## config.mk

```make
export PLATFORM = sky130hd
export DESIGN_NAME = sdcd_decoder
export DESIGN_NICKNAME = d
export VERILOG_FILES = /design/src/design/sdcd_decoder.v
export VERILOG_INCLUDE_DIRS = /design/src /design/src/pkg
export SDC_FILE = /design/constraint.sdc
export NUM_CORES = 1
export LEC_CHECK = 0
export ABC_AREA = 1
export BUFFER_PORTS_ARGS = -buffer_cell sky130_fd_sc_hd__buf_2
export CORE_ASPECT_RATIO = 1.25
export CORE_UTILIZATION = 50
export CTS_CLUSTER_DIAMETER = 200
export DETAILED_ROUTE_END_ITERATION = 10
export GPL_ROUTABILITY_DRIVEN = 1
export GPL_TIMING_DRIVEN = 0
export PLACE_DENSITY_LB_ADDON = 0.08
export SYNTH_ARGS = -nofsm -noshare
export SYNTH_HDL_FRONTEND = slang
export SYNTH_SLANG_ARGS = --single-unit
```

## constraint.sdc

```tcl
create_clock -name mclk -period 1.9 [get_ports mclk]
set_input_delay 0.095 -clock mclk [delete_from_list [all_inputs] [get_ports mclk]]
set_output_delay 0.095 -clock mclk [all_outputs]
set_load 0.005 [all_outputs]
```

## src/pkg/sdcd_defs.vh

```
/*
 constants for the command decoder: command codes, field widths, burst figures.
 assumes inclusion by bare name from design files.
*/
`ifndef SDCD_DEFS_VH
`define SDCD_DEFS_VH

// ----------------------------------------------------------------------
// command codes (one-hot, 17 bits)
// ----------------------------------------------------------------------
`define SDCD_CMD_W      17
`define SDCD_CMD_DES    17'h00001
`define SDCD_CMD_MRS    17'h00002
`define SDCD_CMD_REF    17'h00004
`define SDCD_CMD_SRE    17'h00008
`define SDCD_CMD_SRX    17'h00010
`define SDCD_CMD_PRE    17'h00020
`define SDCD_CMD_PREA   17'h00040
`define SDCD_CMD_RFU    17'h00080
`define SDCD_CMD_ACT    17'h00100
`define SDCD_CMD_WR     17'h00200
`define SDCD_CMD_RD     17'h00400
`define SDCD_CMD_NOP    17'h00800
`define SDCD_CMD_PDE    17'h01000
`define SDCD_CMD_PDX    17'h02000
`define SDCD_CMD_ZQCL   17'h04000
`define SDCD_CMD_ZQCS   17'h08000
`define SDCD_CMD_ILL    17'h10000

// ----------------------------------------------------------------------
// field positions and figures
// ----------------------------------------------------------------------
`define SDCD_BG_W       2
`define SDCD_BA_W       2
`define SDCD_ADDR_W     18
`define SDCD_A_AP       10
`define SDCD_A_BC       12
`define SDCD_MR0_SEL    3'h0
`define SDCD_MR0_BL_LO  0
`define SDCD_BL_FIX8    2'h0
`define SDCD_BL_PERCMD  2'h1
`define SDCD_BL_FIX4    2'h2
`define SDCD_BEATS8     4'h4
`define SDCD_BEATS4     4'h2
`define SDCD_MODE_W     3
`define SDCD_MODE_IDLE  3'h1
`define SDCD_MODE_SR    3'h2
`define SDCD_MODE_PD    3'h4

`endif

```

## src/design/sdcd_decoder.v

```verilog
/*
 command decoder of a ddr sdram: samples pins each rising edge, emits one
 registered command and its fields, tracks bursts, power-down and self refresh.
 assumes all pins arrive from outside through two-flop synchronisers here;
 clock enable low freezes all state.
*/
// How it works
// - sample select, activate, three command pins and cke every edge
// - activate high makes pins commands; low makes them row bits 16..14
// - mode set is all three low; bank bits pick register, address data
// - activate low with select low opens a row; all pins carry row
// - high-low pins read or write; we picks; bit 10 precharges, 12 low chops
// - refresh, precharge, reserved, zq long/short and nop by pin code
// - cke edges give self refresh or power-down entry and exit; des
// - bursts run to their end, never cut by later commands
// - fixed or per-command burst length follows the mode register value set while no burst runs
// - termination input never affects decoding; off in self refresh
// - no refresh activity while in power-down
// - field widths set by density; top bits optional
// - deselect blocks new commands; running work continues
`timescale 1ns/1ps
`default_nettype none
`include "sdcd_defs.vh"

module sdcd_decoder #(
   parameter BG_W   = `SDCD_BG_W,
   parameter BA_W   = `SDCD_BA_W,
   parameter ADDR_W = `SDCD_ADDR_W
) (
   input  wire                   mclk,
   input  wire                   rst_n,
   input  wire                   clk_en,
   input  wire                   cke,
   input  wire                   cs_n,
   input  wire                   act_n,
   input  wire                   ras_n_a16,
   input  wire                   cas_n_a15,
   input  wire                   we_n_a14,
   input  wire [BG_W-1:0]        bg,
   input  wire [BA_W-1:0]        ba,
   input  wire [ADDR_W-1:0]      addr,
   input  wire                   odt,
   output reg  [`SDCD_CMD_W-1:0] cmd_ff,
   output reg                    cmd_vld_ff,
   output reg  [BG_W-1:0]        bg_out_ff,
   output reg  [BA_W-1:0]        ba_out_ff,
   output reg  [ADDR_W-1:0]      addr_out_ff,
   output reg                    auto_pre_ff,
   output reg                    four_beat_chop_ff,
   output reg                    burst_busy_ff,
   output reg                    odt_en_ff,
   output reg                    refresh_ok_ff,
   output reg  [`SDCD_MODE_W-1:0] mode_ff
);

   // ----------------------------------------------------------------------
   // input synchronisers
   // ----------------------------------------------------------------------
   localparam SYN_W = 6 + BG_W + BA_W + ADDR_W;

   reg  [SYN_W-1:0] sync1_ff;
   reg  [SYN_W-1:0] sync2_ff;
   reg              cke_prev_ff;
   reg  [1:0]       bl_mode_ff;
   reg  [3:0]       beat_cnt_ff;

   wire             s_cke;
   wire             s_cs_n;
   wire             s_act_n;
   wire             s_ras;
   wire             s_cas;
   wire             s_we;
   wire             s_odt;
   wire [BG_W-1:0]  s_bg;
   wire [BA_W-1:0]  s_ba;
   wire [ADDR_W-1:0] s_addr;

   always @(posedge mclk) begin
      if (!rst_n) begin
         sync1_ff <= {SYN_W{1'b0}};
         sync2_ff <= {SYN_W{1'b0}};
      end else if (clk_en) begin
         sync1_ff <= {cke, cs_n, act_n, ras_n_a16, cas_n_a15, we_n_a14, bg, ba, addr};
         sync2_ff <= sync1_ff;
      end
   end

   assign {s_cke, s_cs_n, s_act_n, s_ras, s_cas, s_we, s_bg, s_ba, s_addr} = sync2_ff;

   // odt synchronised on its own, never part of command decode
   reg odt1_ff;
   reg odt2_ff;
   always @(posedge mclk) begin
      if (!rst_n) begin
         odt1_ff <= 1'b0;
         odt2_ff <= 1'b0;
      end else if (clk_en) begin
         odt1_ff <= odt;
         odt2_ff <= odt1_ff;
      end
   end
   assign s_odt = odt2_ff;

   // ----------------------------------------------------------------------
   // power states (one-hot) and helpers
   // ----------------------------------------------------------------------
   localparam [`SDCD_MODE_W-1:0] ST_IDLE = `SDCD_MODE_IDLE;
   localparam [`SDCD_MODE_W-1:0] ST_SR   = `SDCD_MODE_SR;
   localparam [`SDCD_MODE_W-1:0] ST_PD   = `SDCD_MODE_PD;

   // either column command; both start a burst
   function is_rw;
      input [`SDCD_CMD_W-1:0] c;
      begin
         is_rw = (c == `SDCD_CMD_WR) || (c == `SDCD_CMD_RD);
      end
   endfunction

   // chop from the stored burst setting and the a12 pin
   function chop_sel;
      input [1:0] bl_mode;
      input       a12;
      begin
         chop_sel = (bl_mode == `SDCD_BL_FIX4) ||
                    ((bl_mode == `SDCD_BL_PERCMD) && !a12);
      end
   endfunction

   // burst length in clock cycles, two beats per cycle
   function [3:0] burst_cycles;
      input chop;
      begin
         burst_cycles = chop ? `SDCD_BEATS4 : `SDCD_BEATS8;
      end
   endfunction

   // mode set aimed at the register holding the burst setting
   function mr0_write;
      input [`SDCD_CMD_W-1:0] c;
      input                   bg0;
      input [BA_W-1:0]        bank;
      begin
         mr0_write = (c == `SDCD_CMD_MRS) && ({bg0, bank} == `SDCD_MR0_SEL);
      end
   endfunction

   // ----------------------------------------------------------------------
   // command decode
   // ----------------------------------------------------------------------
   reg [`SDCD_CMD_W-1:0] nxt_cmd;
   reg [ADDR_W-1:0]      nxt_addr;

   always @* begin
      nxt_addr = s_addr;
      nxt_cmd  = `SDCD_CMD_ILL;
      if (!s_act_n)
         nxt_addr[16:14] = {s_ras, s_cas, s_we};
      case ({cke_prev_ff, s_cke})
         2'b11: begin
            if (s_cs_n)
               nxt_cmd = `SDCD_CMD_DES;
            else if (!s_act_n)
               nxt_cmd = `SDCD_CMD_ACT;
            else begin
               case ({s_ras, s_cas, s_we})
                  3'b000: nxt_cmd = `SDCD_CMD_MRS;
                  3'b001: nxt_cmd = `SDCD_CMD_REF;
                  3'b010: nxt_cmd = s_addr[`SDCD_A_AP] ? `SDCD_CMD_PREA : `SDCD_CMD_PRE;
                  3'b011: nxt_cmd = `SDCD_CMD_RFU;
                  3'b100: nxt_cmd = `SDCD_CMD_WR;
                  3'b101: nxt_cmd = `SDCD_CMD_RD;
                  3'b110: nxt_cmd = s_addr[`SDCD_A_AP] ? `SDCD_CMD_ZQCL : `SDCD_CMD_ZQCS;
                  3'b111: nxt_cmd = `SDCD_CMD_NOP;
                  default: nxt_cmd = `SDCD_CMD_ILL;
               endcase
            end
         end
         2'b10: begin
            if (s_cs_n)
               nxt_cmd = `SDCD_CMD_PDE;
            else if (s_act_n && {s_ras, s_cas, s_we} == 3'b001)
               nxt_cmd = `SDCD_CMD_SRE;
         end
         2'b01: begin
            if (s_cs_n)
               nxt_cmd = (mode_ff == ST_SR) ? `SDCD_CMD_SRX : `SDCD_CMD_PDX;
         end
         default: nxt_cmd = `SDCD_CMD_DES;               // cke held low: nothing new
      endcase
   end

   // ----------------------------------------------------------------------
   // registered outputs
   // ----------------------------------------------------------------------
   wire rw_cmd   = is_rw(nxt_cmd);
   wire nxt_chop = chop_sel(bl_mode_ff, s_addr[`SDCD_A_BC]);

   // command side: cke history, code and its valid flag
   always @(posedge mclk) begin
      if (!rst_n) begin
         cke_prev_ff <= 1'b0;
         cmd_ff      <= `SDCD_CMD_DES;
         cmd_vld_ff  <= 1'b0;
      end else if (clk_en) begin
         cke_prev_ff <= s_cke;
         cmd_ff      <= nxt_cmd;
         cmd_vld_ff  <= (nxt_cmd != `SDCD_CMD_DES);
      end
   end

   // field side: captured with every code so fields line up with cmd_ff
   always @(posedge mclk) begin
      if (!rst_n) begin
         bg_out_ff         <= {BG_W{1'b0}};
         ba_out_ff         <= {BA_W{1'b0}};
         addr_out_ff       <= {ADDR_W{1'b0}};
         auto_pre_ff       <= 1'b0;
         four_beat_chop_ff <= 1'b0;
      end else if (clk_en) begin
         bg_out_ff         <= s_bg;
         ba_out_ff         <= s_ba;
         addr_out_ff       <= nxt_addr;
         auto_pre_ff       <= rw_cmd & s_addr[`SDCD_A_AP];
         four_beat_chop_ff <= rw_cmd & nxt_chop;
      end
   end

   // ----------------------------------------------------------------------
   // burst length setting and burst tracker
   // ----------------------------------------------------------------------
   always @(posedge mclk) begin
      if (!rst_n) begin
         bl_mode_ff <= `SDCD_BL_FIX8;
      end else if (clk_en && mr0_write(nxt_cmd, s_bg[0], s_ba) && !burst_busy_ff) begin
         bl_mode_ff <= s_addr[`SDCD_MR0_BL_LO+1:`SDCD_MR0_BL_LO];
      end
   end

   // a new read or write is only accepted once the running burst is done
   always @(posedge mclk) begin
      if (!rst_n) begin
         beat_cnt_ff   <= 4'h0;
         burst_busy_ff <= 1'b0;
      end else if (clk_en) begin
         if (beat_cnt_ff > 4'h1) begin
            beat_cnt_ff   <= beat_cnt_ff - 4'h1;
            burst_busy_ff <= 1'b1;
         end else if (rw_cmd) begin
            beat_cnt_ff   <= burst_cycles(nxt_chop);
            burst_busy_ff <= 1'b1;
         end else begin
            beat_cnt_ff   <= 4'h0;
            burst_busy_ff <= 1'b0;
         end
      end
   end

   // ----------------------------------------------------------------------
   // power state: idle, self refresh, power-down
   // ----------------------------------------------------------------------
   always @(posedge mclk) begin
      if (!rst_n) begin
         mode_ff <= ST_IDLE;
      end else if (clk_en) begin
         case (mode_ff)
            ST_IDLE: begin
               if (nxt_cmd == `SDCD_CMD_SRE)
                  mode_ff <= ST_SR;
               else if (nxt_cmd == `SDCD_CMD_PDE)
                  mode_ff <= ST_PD;
            end
            ST_SR: begin
               if (nxt_cmd == `SDCD_CMD_SRX)
                  mode_ff <= ST_IDLE;
            end
            ST_PD: begin
               if (nxt_cmd == `SDCD_CMD_PDX)
                  mode_ff <= ST_IDLE;
            end
            default: mode_ff <= ST_IDLE;
         endcase
      end
   end

   // flags follow the entry code at once, not a cycle after the state
   always @(posedge mclk) begin
      if (!rst_n) begin
         refresh_ok_ff <= 1'b1;
         odt_en_ff     <= 1'b0;
      end else if (clk_en) begin
         refresh_ok_ff <= (mode_ff != ST_PD) && (nxt_cmd != `SDCD_CMD_PDE);
         odt_en_ff     <= s_odt && (mode_ff != ST_SR)
                          && (nxt_cmd != `SDCD_CMD_SRE);
      end
   end

endmodule // sdcd_decoder
`default_nettype wire

```

==> flow_summary.toml <==
[outcome]
status = "complete, no violations"

[grt]
grt_pass1_vias = 4008
grt_pass1_wl_mm = 19.3
antenna_found_initial = 0
grt_overflow_total = 0
grt.total_usage = 0.281
grt_max_degree = 17

[critical_path]
start_kind = "input port"
required_ps = 2350
path_buf_inv = 6
path_delay_family = "buffers and inverters"
critPathArrivalTime_ps = 2120
cp-end-kind = "flop"
cp_slowest_cell = "dlygate4sd3_1"
critPathMaxStageDelay_ps = 580
reg2reg_from = "sync2_ff[23]"
critical_path.startpoint = "clk_en"
critPathKind = "input port to flop"
cp_cell_sequence = "dlygate4sd3_1 -> buf_4 -> inv_2 -> buf_2 -> buf_2 -> nor2_1 -> nor2_1 -> dlygate4sd3_1"
cp_max_fo = 10

[floorplanning]
ios = 80
num_rows = 37
die-area_sq_mm = 0.00891
start_util = 0.518
die_height_microns = 105
fp.dieW_microns = 84.6
core_sq_mm = 0.00824

[synth]
yosysTopAreaCell = "dfxtp_1"
synth_most_common_cell = "nor2_1"
synth_edf_count = 0
syn_nets = 587
synth_commonest_cells = "nor2_1, dfxtp_1, o21ai_0"
ys_ff_latch = 113
ys_types = 28
syn_inst = 553
syn_area_sq_mm = 0.00427
synthArstFlopShare = 0
avgSynthCellArea_sq_um = 7.71
seq_area_frac_synth = 0.530
synth_top_area_frac = 0.530
synth_area_leaders = "dfxtp_1, nor2_1, o21ai_0"
yosys_warnings = 0
synthFlopType = "dfxtp_1"

[cts]
cts-root-buf = "clkbuf_8"
cts_made_buffers = 17
cts_tree = "done"
path_clk_slew_ps = 50
clock_path_buffers = 2
cts.sinks = 113
post_cts_buffers = 0
cts-hold-fix-buffers = 33
worstSkewPairLatency_ps = 510
ctsResizeCount = 0
htree_levels = 4

[placed_design]
dpl.hpwl_mm = 7.72
gp_congestion = 0.845
dpl_cell_area_sq_mm = 0.00477
dp_cells = 727
io_buffers = 77

[power_and_ir_drop]
p_sw_mw = 1.66
leakage_nw = 2.58
p_clk_frac = 0.495
seqPwrFrac = 0.389
switching_share = 0.240
ir_drop_mv = 0.845
internal_power_mw = 5.25
p_per_area_mw_per_mm2 = 1200
combPwrFrac = 0.116
p_total_mw = 6.91

[detailed_routing]
ant_nets = 0
drc = 0
wl_mm = 11.6
wl_per_cell_microns = 14.6
drt_iter0_drc = 303
vias = 4186
via_per_inst = 5.29
dr.pass1.iters = 7

[timing]
rsz0062_at_grt = "false"
finalCriticalPeriod_ps = 1660
tightest_slew_ps = 608
timing.final.crit_share = 0.876
fin_setup_tns_ps = 0
hold_viol = 0
finalClockSkew_ps = 6.02
max_freq_ghz = 0.601
maxSlewHeadroom = 0.594
slew_violations = 0
setup_viol = 0

[final_layout]
layout.nets = 716
drive_gt1_frac = 0.194
fillers = 695
antenna_cells = 0
stdcell_area_sq_mm = 0.00575
fin_cells = 792
area.growth.synth_to_final_pct = 34.7
final_core_util = 0.697

[min_path]
min_from = "rst_n"
worstHoldPathType = "input port to flop"

[job]
maxCapViolations = 0
[final timing paths]
path / slack, ps / endpoint / depth (start not counted)
max: 240 / sync1_ff[27] / 8
min: 40 / ba_out_ff[0] / 3
max reg2reg: 360 / mode_ff[2] / 8
min reg2reg: 460 / addr_out_ff[10] / 2
[placed cells by master, fill, tap and decap left out]
cell | synthesis | layout
a21oi_2 | 1 | 1
a21oi_1 | 41 | 41
clkbuf_8 | 0 | 4
nor2_4 | 1 | 1
dlygate4sd3_1 | 0 | 33
buf_1 | 1 | 1
clkbuf_16 | 0 | 16
buf_2 | 10 | 87
dfxtp_1 | 113 | 113
buf_4 | 1 | 1
nor2_1 | 149 | 149
inv_2 | 3 | 3
o211ai_1 | 6 | 6
nand3_1 | 13 | 13
clkbuf_1 | 22 | 24
nor3_1 | 5 | 5
inv_1 | 25 | 25
nand4_1 | 6 | 6
nor3_4 | 1 | 1
nand3b_1 | 1 | 1
xor2_1 | 1 | 1
clkinv_2 | 0 | 3
inv_4 | 1 | 1
nor2_2 | 4 | 4
clkinvlp_4 | 0 | 2
bufinv_16 | 0 | 5
ha_1 | 2 | 2
a31oi_1 | 1 | 1
o21ai_0 | 106 | 106
nand2_1 | 31 | 31
nor4_1 | 1 | 1
and2_1 | 1 | 1
nand2_2 | 5 | 5
buf_6 | 1 | 1
[power by group through the flow]
| stage | logic [mW] | clock network (mW) | registers, mW |
|---|---|---|---|
| final | 0.805 | 3.42 | 2.69 |
| after global routing | 0.904 | 3.59 | 2.71 |
| after CTS | 0.797 | 3.43 | 2.68 |
| after detailed placement | 0.734 | 0 | 2.73 |
| after global placement | 0.717 | 0 | 2.72 |
| after floorplan | 0.486 | 0 | 2.71 |
[metal layers]
layer / vias up / GRT usage / part of all wire
met3: 15 / 0.0775 / 0.067
met5: - / 0 / 0
met4: 0 / 0.0981 / 0.019
met2: 159 / 0.474 / 0.49
met1: 1937 / 0.343 / 0.42
li1: 2075 / - / -
[sequential cells by signal, summed over array words and instances (netlist names), 2 cells and up]
signal	cells
sync1_ff	28
cmd_ff	17
addr_out_ff	18
bl_mode_ff	2
sync2_ff	28
bg_out_ff	2
ba_out_ff	2
beat_cnt_ff	4
mode_ff	3
[per-stage QoR]
step	hold slack [ps]	setup WS [ps]
after CTS	10.7	261
final	37.7	236
after global placement	318	460
after detailed placement	324	426
after floorplan	230	633
after global routing	34.6	149
[final cells by class]
| class | count | area [sq um] | share of cell area |
|---|---|---|---|
| plain buffers | 35 | 155 | 0.0270 |
| flip-flops and latches | 113 | 2260 | 0.394 |
| clock buffers | 22 | 463 | 0.0806 |
| inverters | 29 | 111 | 0.0194 |
| clock inverters | 10 | 180 | 0.0314 |
| repair buffers | 110 | 716 | 0.125 |
| well taps | 97 | 121 | 0.0211 |
| multi-input cells | 376 | 1740 | 0.302 |
[worst register-to-register path: stages (launching register included)]
cell and delay (ps):
dfxtp_1 320, inv_1 170, nand2_1 130, nor2_2 150, nand3_1 180, nand3_1 240
nand3_1 120, nand2_1 80, nor2_1 50
[cell families after synthesis]
| logic type | Yosys count | synth area share |
|---|---|---|
| AO/OA/AOI/OAI | 155 | 0.187 |
| XOR/XNOR | 1 | 0.00205 |
| adder cells (fa/ha/maj) | 2 | 0.00587 |
| buffers and inverters | 64 | 0.0625 |
| flip-flops | 113 | 0.530 |
| AND/OR/NAND/NOR | 218 | 0.213 |
Power figures use the tool's default switching activity.
